$ cat config.mk
export PLATFORM = sky130hd
export DESIGN_NAME = sbi_top
export DESIGN_NICKNAME = d
export VERILOG_FILES = /design/src/core/sbi_pkg.sv /design/src/core/sbi_top.sv
export VERILOG_INCLUDE_DIRS = /design/src /design/src/core
export SDC_FILE = /design/constraint.sdc
export NUM_CORES = 1
export LEC_CHECK = 0
export ABC_CLOCK_PERIOD_IN_PS = 1700
export BUFFER_PORTS_ARGS = -buffer_cell sky130_fd_sc_hd__buf_2
export CELL_PAD_IN_SITES_DETAIL_PLACEMENT = 2
export CELL_PAD_IN_SITES_GLOBAL_PLACEMENT = 2
export CORE_MARGIN = 2
export CORE_UTILIZATION = 20
export CTS_CLUSTER_DIAMETER = 200
export DETAILED_ROUTE_END_ITERATION = 16
export PLACE_DENSITY_LB_ADDON = 0.1
export SETUP_SLACK_MARGIN = 0.4
export SLEW_MARGIN = 40
export SYNTH_ARGS = -nofsm -noshare
export SYNTH_HDL_FRONTEND = slang
export SYNTH_SLANG_ARGS = --single-unit
export TNS_END_PERCENT = 5
$ cat constraint.sdc
create_clock -name pclk -period 1.7 [get_ports pclk]
set_input_delay 0.085 -clock pclk [delete_from_list [all_inputs] [get_ports pclk]]
set_output_delay 0.085 -clock pclk [all_outputs]
set_load 0.01 [all_outputs]
$ cat src/core/sbi_consts.svh
`ifndef SBI_CONSTS_SVH
`define SBI_CONSTS_SVH

// register byte offsets
`define SBI_OFS_STATUS 12'h000
`define SBI_OFS_ENABLE 12'h004

// field positions, shared by status and enable
`define SBI_BIT_RX_SLIP 0
`define SBI_BIT_RX_EMPTY 1
`define SBI_BIT_RX_FULL 2
`define SBI_BIT_TX_SLIP 5
`define SBI_BIT_TX_EMPTY 6
`define SBI_BIT_TX_FULL 7

// reset values and implemented bits
`define SBI_STATUS_RST 8'h00
`define SBI_ENABLE_RST 8'h00
`define SBI_LIVE_MASK 8'hE7

`endif

$ cat src/core/sbi_pkg.sv
package sbi_pkg;

  // one 8-bit register image, status or enable
  typedef logic [7:0] sbi_reg_t;

  // events of one slip buffer: {full, empty, slip}
  typedef logic [2:0] sbi_evt_t;

endpackage

$ cat src/core/sbi_top.sv
// Implementation choices: the address map and register access over APB.
`include "sbi_consts.svh"

// Contract
// - empty rx buffer read replays one frame and sets rx empty bit 1.
// - rx slip bit 0 sets on either rx replay or rx frame drop.
// - full rx buffer write drops one frame and counts as rx slip.
// - slip status bits stay set until software reads them or writes a one to them; either clears.
// - tx buffer replays a frame on empty read, drops one on full write.
// - enable bit 7 gates tx full interrupt; full write sets status bit.
// - enable bit 6 gates tx empty interrupt raised by empty read.
// - enable bit 5 gates tx slip interrupt on replay or drop.
// - a zero enable suppresses its interrupt; all bits reset to zero.
// - rx full bit 2 sets when a full rx write drops a frame.
// - tx full, empty, slip status at bits 7, 6, 5, clear on read.
// - rx full, empty, slip enables sit at bits 2, 1, 0.
module sbi_top
  import sbi_pkg::*;
#(
  parameter int ADDR_W = 12
) (
  input wire logic pclk,
  input wire logic presetn,
  input wire logic psel,
  input wire logic penable,
  input wire logic pwrite,
  input wire logic [ADDR_W-1:0] paddr,
  input wire logic [31:0] pwdata,
  output logic [31:0] prdata,
  output logic pready,
  output logic pslverr,
  output logic irq,
  input wire logic rx_sb_rd,
  input wire logic rx_sb_wr,
  input wire logic rx_sb_empty,
  input wire logic rx_sb_full,
  input wire logic tx_sb_rd,
  input wire logic tx_sb_wr,
  input wire logic tx_sb_empty,
  input wire logic tx_sb_full,
  output logic rx_replay,
  output logic rx_drop,
  output logic tx_replay,
  output logic tx_drop
);

  // read on empty repeats a frame, write on full deletes one
  function automatic sbi_evt_t sbi_slip_evt(
    input logic rd,
    input logic wr,
    input logic empty,
    input logic full
  );
    logic rep;
    logic del;
    rep = rd & empty;
    del = wr & full;
    return {del, rep, rep | del};
  endfunction

  sbi_reg_t status_ff;
  sbi_reg_t enable_ff;
  logic irq_ff;
  logic [31:0] prdata_ff;
  logic pready_ff;
  logic pslverr_ff;
  logic rx_replay_ff;
  logic rx_drop_ff;
  logic tx_replay_ff;
  logic tx_drop_ff;

  sbi_evt_t rx_evt;
  sbi_evt_t tx_evt;
  sbi_reg_t evt_vec;
  sbi_reg_t clr_vec;
  sbi_reg_t wr_val;
  sbi_reg_t rd_val;
  sbi_reg_t nxt_status;
  sbi_reg_t nxt_enable;
  logic nxt_irq;
  logic [31:0] nxt_prdata;
  logic nxt_pready;
  logic nxt_pslverr;

  logic setup;
  logic access;
  logic hit_status;
  logic hit_enable;
  logic addr_ok;
  logic rd_status;
  logic wr_status;
  logic wr_enable;

  // event detection
  assign rx_evt = sbi_slip_evt(rx_sb_rd, rx_sb_wr, rx_sb_empty, rx_sb_full);
  assign tx_evt = sbi_slip_evt(tx_sb_rd, tx_sb_wr, tx_sb_empty, tx_sb_full);

  // place events at their status positions
  assign evt_vec = {tx_evt, 2'b00, rx_evt};

  // bus decode
  assign setup = psel & ~penable;
  assign access = psel & penable & pready_ff;
  assign hit_status = paddr == ADDR_W'(`SBI_OFS_STATUS);
  assign hit_enable = paddr == ADDR_W'(`SBI_OFS_ENABLE);
  assign addr_ok = hit_status | hit_enable;
  assign rd_status = access & ~pwrite & hit_status;
  assign wr_status = access & pwrite & hit_status;
  assign wr_enable = access & pwrite & hit_enable;

  // a read clears only what it returned; a one written also clears
  assign clr_vec = (rd_status ? prdata_ff[7:0] : 8'h00)
                 | (wr_status ? pwdata[7:0] : 8'h00);

  // set wins over clear
  assign nxt_status = ((status_ff & ~clr_vec) | evt_vec) & `SBI_LIVE_MASK;

  assign wr_val = pwdata[7:0] & `SBI_LIVE_MASK;
  assign nxt_enable = wr_enable ? wr_val : enable_ff;

  assign nxt_irq = |(nxt_status & nxt_enable);

  // read data is captured in the setup cycle
  assign rd_val = hit_status ? status_ff : (hit_enable ? enable_ff : 8'h00);
  assign nxt_prdata = (setup & ~pwrite) ? {24'h000000, rd_val} : prdata_ff;
  assign nxt_pready = setup;
  assign nxt_pslverr = setup & ~addr_ok;

  always_ff @(posedge pclk or negedge presetn) begin
    if (!presetn) begin
      status_ff <= `SBI_STATUS_RST;
      enable_ff <= `SBI_ENABLE_RST;
      irq_ff <= 1'b0;
    end else begin
      status_ff <= nxt_status;
      enable_ff <= nxt_enable;
      irq_ff <= nxt_irq;
    end
  end

  always_ff @(posedge pclk or negedge presetn) begin
    if (!presetn) begin
      prdata_ff <= 32'h00000000;
      pready_ff <= 1'b0;
      pslverr_ff <= 1'b0;
    end else begin
      prdata_ff <= nxt_prdata;
      pready_ff <= nxt_pready;
      pslverr_ff <= nxt_pslverr;
    end
  end

  // frame replay and drop commands to the slip buffer datapath
  always_ff @(posedge pclk or negedge presetn) begin
    if (!presetn) begin
      rx_replay_ff <= 1'b0;
      rx_drop_ff <= 1'b0;
      tx_replay_ff <= 1'b0;
      tx_drop_ff <= 1'b0;
    end else begin
      rx_replay_ff <= rx_evt[1];
      rx_drop_ff <= rx_evt[2];
      tx_replay_ff <= tx_evt[1];
      tx_drop_ff <= tx_evt[2];
    end
  end

  assign prdata = prdata_ff;
  assign pready = pready_ff;
  assign pslverr = pslverr_ff;
  assign irq = irq_ff;
  assign rx_replay = rx_replay_ff;
  assign rx_drop = rx_drop_ff;
  assign tx_replay = tx_replay_ff;
  assign tx_drop = tx_drop_ff;

  a_rx_empty_replay: assert property (
    @(posedge pclk) disable iff (!presetn)
    (rx_sb_rd && rx_sb_empty) |=>
      (rx_replay_ff && status_ff[`SBI_BIT_RX_EMPTY])
  ) else $error("rx empty read did not replay or set status");

  a_rx_slip_any: assert property (
    @(posedge pclk) disable iff (!presetn)
    ((rx_sb_rd && rx_sb_empty) || (rx_sb_wr && rx_sb_full)) |=>
      status_ff[`SBI_BIT_RX_SLIP]
  ) else $error("rx slip status not set");

  a_rx_full_drop: assert property (
    @(posedge pclk) disable iff (!presetn)
    (rx_sb_wr && rx_sb_full) |=>
      (rx_drop_ff && status_ff[`SBI_BIT_RX_SLIP])
  ) else $error("rx full write did not drop a frame");

  a_rx_full_set: assert property (
    @(posedge pclk) disable iff (!presetn)
    (rx_sb_wr && rx_sb_full) |=> status_ff[`SBI_BIT_RX_FULL]
  ) else $error("rx full status not set");

  a_sticky_hold: assert property (
    @(posedge pclk) disable iff (!presetn)
    (!rd_status && !wr_status) |=>
      ((status_ff & $past(status_ff)) == $past(status_ff))
  ) else $error("status bit dropped without a read");

  a_read_clear: assert property (
    @(posedge pclk) disable iff (!presetn)
    (rd_status && (evt_vec == 8'h00)) |=>
      ((status_ff & $past(clr_vec)) == 8'h00)
  ) else $error("status read did not clear reported bits");

  a_tx_replay_drop: assert property (
    @(posedge pclk) disable iff (!presetn)
    (tx_sb_rd && tx_sb_empty && tx_sb_wr && tx_sb_full) |=>
      (tx_replay_ff && tx_drop_ff && status_ff[`SBI_BIT_TX_SLIP])
  ) else $error("tx replay or drop missing");

  a_tx_full_irq: assert property (
    @(posedge pclk) disable iff (!presetn)
    (tx_sb_wr && tx_sb_full && enable_ff[`SBI_BIT_TX_FULL] && !wr_enable) |=>
      (irq_ff && status_ff[`SBI_BIT_TX_FULL])
  ) else $error("tx full interrupt not raised");

  a_tx_empty_irq: assert property (
    @(posedge pclk) disable iff (!presetn)
    (tx_sb_rd && tx_sb_empty && enable_ff[`SBI_BIT_TX_EMPTY] && !wr_enable) |=>
      (irq_ff && status_ff[`SBI_BIT_TX_EMPTY])
  ) else $error("tx empty interrupt not raised");

  a_tx_slip_irq: assert property (
    @(posedge pclk) disable iff (!presetn)
    (((tx_sb_rd && tx_sb_empty) || (tx_sb_wr && tx_sb_full))
      && enable_ff[`SBI_BIT_TX_SLIP] && !wr_enable) |=>
      (irq_ff && status_ff[`SBI_BIT_TX_SLIP])
  ) else $error("tx slip interrupt not raised");

  a_masked_quiet: assert property (
    @(posedge pclk) disable iff (!presetn)
    ((status_ff & enable_ff) == 8'h00) |-> !irq_ff
  ) else $error("interrupt high with nothing enabled");

  a_irq_level: assert property (
    @(posedge pclk) disable iff (!presetn)
    ((status_ff & enable_ff) != 8'h00) |-> irq_ff
  ) else $error("interrupt low with an enabled event pending");

  a_enable_write: assert property (
    @(posedge pclk) disable iff (!presetn)
    wr_enable |=> (enable_ff == $past(wr_val))
  ) else $error("enable register did not take the write");

  a_reserved_zero: assert property (
    @(posedge pclk) disable iff (!presetn)
    ((status_ff & ~`SBI_LIVE_MASK) == 8'h00) && ((enable_ff & ~`SBI_LIVE_MASK) == 8'h00)
  ) else $error("reserved bits not zero");

  a_apb_answer: assert property (
    @(posedge pclk) disable iff (!presetn)
    (psel && !penable) |=> pready_ff ##1 !pready_ff
  ) else $error("pready not one cycle after setup");

  a_tx_full_set: assert property (
    @(posedge pclk) disable iff (!presetn)
    (tx_sb_wr && tx_sb_full) |=>
      (tx_drop_ff && status_ff[`SBI_BIT_TX_FULL] && status_ff[`SBI_BIT_TX_SLIP])
  ) else $error("tx full write did not drop a frame or set status");

  a_tx_empty_set: assert property (
    @(posedge pclk) disable iff (!presetn)
    (tx_sb_rd && tx_sb_empty) |=>
      (tx_replay_ff && status_ff[`SBI_BIT_TX_EMPTY] && status_ff[`SBI_BIT_TX_SLIP])
  ) else $error("tx empty read did not replay or set status");

  a_slip_cause: assert property (
    @(posedge pclk) disable iff (!presetn)
    $rose(status_ff[`SBI_BIT_RX_SLIP]) |->
      (status_ff[`SBI_BIT_RX_EMPTY] || status_ff[`SBI_BIT_RX_FULL])
  ) else $error("rx slip set without empty or full");

  a_replay_cause: assert property (
    @(posedge pclk) disable iff (!presetn)
    (rx_replay_ff || tx_replay_ff) |->
      ($past(rx_sb_rd && rx_sb_empty) == rx_replay_ff)
      && ($past(tx_sb_rd && tx_sb_empty) == tx_replay_ff)
  ) else $error("frame replay without an empty read");

  a_drop_cause: assert property (
    @(posedge pclk) disable iff (!presetn)
    (rx_drop_ff || tx_drop_ff) |->
      ($past(rx_sb_wr && rx_sb_full) == rx_drop_ff)
      && ($past(tx_sb_wr && tx_sb_full) == tx_drop_ff)
  ) else $error("frame drop without a full write");

  a_irq_clear: assert property (
    @(posedge pclk) disable iff (!presetn)
    (rd_status && (evt_vec == 8'h00) && (((status_ff & ~clr_vec) & enable_ff) == 8'h00))
      |=> !irq_ff
  ) else $error("interrupt stayed high after the clearing read");

  a_masked_event: assert property (
    @(posedge pclk) disable iff (!presetn)
    ((evt_vec != 8'h00) && (((status_ff | evt_vec) & enable_ff) == 8'h00) && !wr_enable)
      |=> !irq_ff
  ) else $error("masked slip event raised the interrupt");

  a_unmapped_err: assert property (
    @(posedge pclk) disable iff (!presetn)
    (psel && !penable && !addr_ok) |=> (pready_ff && pslverr_ff)
  ) else $error("unmapped address not refused");

endmodule

Word level (Yosys, flattened, before mapping)
Cells that the tools add are included.
Cells by class
  add/subtract/negate cells: 0
  multiply operators: 0
  divide/modulo/power cells: 0
  magnitude comparators: 0
  equality and inequality tests: 1
  shift-type cells: 0
  mux-type cells: 5
  bitwise logic cells: 25
  reductions and logical operators: 2
Operators with widths (count)
  $mux W8: 5
  $and A8 B8 Y8: 2
  $or A8 B8 Y8: 2
  $and A1 B1 Y1: 14
  $eq A12 B3 Y1 const B: 1
  $logic_not A12 Y1: 1
  $not A8 Y8: 1
  $reduce_or A8 Y1: 1
  $not A1 Y1: 3
  $or A1 B1 Y1: 3
Word-level totals
  flip-flop bits (word level): 29
  latch bits: 0
  bits in writable memories: 0
  bits in read-only memories: 0
  output and inout port bits: 39
  logic and storage cells: 43
  memories: 0

Longest topological paths before layout
  depth in word-level cells: 11
  depth in mapped cells: 8

Worst setup path after synthesis
No wires, ideal clock.
  kind: input -> register
  from: input paddr[5]
  to: register irq_ff (netlist: irq)
  arrival: 1.808 ns
  path slack: -0.243 ns
  stages on the path: 7
  buffers on the path: 1
  path through: or4_4 -> nor3_1 -> and2_1 -> buf_2 -> mux2_2 -> a22oi_2 -> nand4_1
Between the ends
  elaborated cells on any way between the ends: 14
  those cells by class: eq/ne (1); mux (3); bitwise (8); reduce/logical (2)
RTL lines
  start, declared: RTL line sbi_top.sv:27  | input wire logic [ADDR_W-1:0] paddr,
  $eq A12 B3 Y1: RTL line sbi_top.sv:105  | assign hit_enable = paddr == ADDR_W'(`SBI_OFS_ENABLE);
  $and A1 B1 Y1: RTL line sbi_top.sv:109  | assign wr_enable = access & pwrite & hit_enable;
  $mux W8: RTL line sbi_top.sv:119  | assign nxt_enable = wr_enable ? wr_val : enable_ff;
  named net nxt_enable[2]: RTL line sbi_top.sv:79  | sbi_reg_t nxt_enable;
  $and A8 B8 Y8: RTL line sbi_top.sv:121  | assign nxt_irq = |(nxt_status & nxt_enable);
  $reduce_or A8 Y1: RTL line sbi_top.sv:121
  named net nxt_irq: RTL line sbi_top.sv:80  | logic nxt_irq;
  end signal, assigned: RTL line sbi_top.sv:137  | irq_ff <= nxt_irq;
  end, declared: RTL line sbi_top.sv:63  | logic irq_ff;
The timed path passes the listed nets, and every way through them passes these cells.
A chain may end at the register's enable or synchronous reset.

Worst setup path after layout
Ends and elaborated chain as after synthesis.

==> reports/qor.txt <==
MaxCap Viol Count - 0
die footprint - 7404 um^2
CTS tree - done
vias in the first global route - 1231
HP Class - in -> reg
initial antenna violation count - 0
Top Family by Delay on Critical Path - simple AND/OR/NAND/NOR gates
Nets - 243
Finish-stage setup viols - 0
Synth warnings - 0
ant diodes - 0
global route overflow - 0
Starting DRT DRC Count - 46
commonest register cell after synthesis - dfrtp_1
Max FO, Critical Path - 4
hpwl dp - 3.231 mm
CTS sink count - 25
worst slew pin tran - 0.6132 ns
Distinct cells, synth - 33
skew final - 0.009374 ns
gr usage total - 11.74%
Worst Path Required - 1.86 ns
Buf/Inv on CP - 2
CTS max path bufs - 2
post-synthesis instance total - 127
PwrDens - 619.4 nW/um^2
H-Tree Depth - 1
FF+latch count, synth - 25
PnR worst setup slack - 0.01376 ns
Fin. Hold Viols - 0
critical path launch point type - input pin
DR pass1 iterations - 4
gp weighted congestion - 0.7585
leakage - 0.9258 nW
final core utilization - 28.17%
starting density of the core - 20.96%
Layout area overhead - 34.39%
cell area after synthesis - 1346 um^2
layout cell share with drive strength beyond 1 - 45.95%
Max Slew Vio Count - 0
post-route minimum period - 1.686 ns
number of port buffers - 43
Worst-path clk slew - 0.10 ns
Final Power - 1.121 mW
# rows - 29
DRT antenna net count - 0
CP endpoint kind - flip-flop
Worst slew margin - 59.12%
slowest CP cell - or4_4
RSZ-0062 raised after global routing - yes
Async S/R FF share, synth - 100.0%
EDFF count, synth - 0
cell chain of the critical path - buf_2, or4_4, nor3_4, and2_4, buf_6, mux2_4, a22oi_2, nand4_1
Root Buffer - clkbuf_8
Die Wd - 86.05 um
largest net degree at the start of global routing - 26
clock latency on the worst-skew pair - 0.27 ns
CTS buffer count - 3
Die H - 86.05 um
DRC errors left - 0
Detailed Route WL - 4.109 mm
wire per inst - 15.68 um
Max stage delay on crit path - 0.58 ns
Core ar. - 6422 um^2
fmax - 0.5930 GHz
crit path kind - in -> reg
first-pass GRT wire length - 6.637 mm
register area share after synthesis - 46.47%
vias - 1098
syn_area_per_cell - 10.60 um^2
CP arrival - 1.84 ns
routed vias/inst - 4.191
I/O Pins - 96
period utilization - 99.19%
Place WS - -0.3707 ns
status - complete, no violations
Worst VDD drop - 0.0002694 V
flip-flops by register name, indices dropped and copies added, names as in the netlist:
signal,flops
rx_replay,1
pslverr,1
pready,1
tx_replay,1
prdata,6
irq,1
rx_drop,1
tx_drop,1
status_ff,6
enable_ff,6
layout by cell type (no fill, tap or decap), types with 2 or more instances in the layout:
| master | count |
|---|---|
| a22oi_2 | 3 |
| buf_2 | 43 |
| buf_4 | 11 |
| buf_6 | 2 |
| clkbuf_8 | 3 |
| conb_1 | 26 |
| dfrtp_1 | 25 |
| inv_1 | 5 |
| mux2_4 | 6 |
| mux2i_1 | 6 |
| nand2_1 | 9 |
| nand3_1 | 3 |
| nand3_2 | 3 |
| nand3b_1 | 2 |
| nand4_1 | 2 |
| nor2b_1 | 3 |
| o21ai_0 | 2 |
| o21ai_1 | 3 |
| o21ai_2 | 3 |
| or4_4 | 2 |
final timing paths:
| check | start | end | slack (ns) | depth (start not counted) |
|---|---|---|---|---|
| max | paddr[5] | irq | 0.01 | 8 |
| min | penable | pready | 0.03 | 2 |
| max reg2reg | pready | irq | 0.02 | 7 |
| min reg2reg | status_ff[2] | status_ff[2] | 0.54 | 1 |
| max in group asynchronous | presetn | pready | 0.94 | 2 |
| min in group asynchronous | presetn | irq | 0.35 | 2 |
through the flow:
step	hold slack [ns]	std cells	setup TNS, ns	instance area [um^2]
after global routing	0.03289	262	-0.09442	1809
after CTS	0.02669	261	-0.02540	1775
after detailed placement	0.1433	255	-1.055	1649
after global placement	0.1299	255	-0.9237	1649
after floorplan	-0.2106	152	-0.1203	1473
final	0.03375	262	0	1809
report_power, final:
part / leakage, nW / switching [mW] / internal, mW
clock: 0.0217 / 0.208 / 0.166
combinational: 0.593 / 0.0943 / 0.0486
sequential: 0.312 / 0.00240 / 0.601
worst register-to-register path, cell delays in order (launching register included):
cell	delay (ns)
dfrtp_1	0.37
nand4_1	0.19
nor2_1	0.15
and2_4	0.16
buf_6	0.10
mux2_4	0.30
a22oi_2	0.19
nand4_1	0.11
cells by family after synthesis:
family,after synthesis,synth area share [%]
other,1,0.2785
AND/OR/NAND/NOR,39,18.12
AO/OA/AOI/OAI,17,8.550
multiplexers,12,9.479
buffers and inverters,33,17.10
flip-flops,25,46.47
area by class of cell:
| type | instances | area, um^2 |
|---|---|---|
| Tap cell | 77 | 96.34 |
| Timing Repair Buffer | 57 | 330.3 |
| Multi-Input combinational cell | 94 | 689.4 |
| Clock buffer | 3 | 41.29 |
| Inverter | 5 | 18.77 |
| Clock inverter | 1 | 7.507 |
| Sequential cell | 25 | 625.6 |
| Fill cell | 740 | 4613 |
routing by layer:
metal / part of all wire [%] / up-vias / global-route usage (%)
met5: 0 / - / 0
met4: 0.95 / 0 / 2.597
li1: - / 511 / -
met1: 42 / 552 / 14.63
met2: 53 / 33 / 21.35
met3: 4.4 / 2 / 1.636
cell usage after synthesis (2+ instances only):
cell | count | share of area, %
or4_4 | 2 | 1.7
dfrtp_1 | 25 | 46
a22oi_1 | 3 | 1.7
nor2b_1 | 4 | 1.9
nand3b_1 | 2 | 1.1
mux2i_1 | 6 | 4.5
nand4_1 | 2 | 0.93
mux2_2 | 6 | 5.0
buf_4 | 26 | 14
nand2_1 | 10 | 2.8
nand3_1 | 6 | 2.2
inv_1 | 5 | 1.4
o21ai_0 | 8 | 3.0
and2_1 | 2 | 0.93
nor3_1 | 2 | 0.74
what timing repair did:
| action | in CTS | in global routing |
|---|---|---|
| endpoints found under the setup margin | 19 | 16 |
| buffers inserted | 1 | 1 |
| hold buffers | 1 | 0 |
| resized for setup | 15 | 10 |
| pin swaps | 10 | 1 |
| endpoints found under the hold margin | 25 | 0 |
Note: power is estimated with default switching activity, not from simulation.
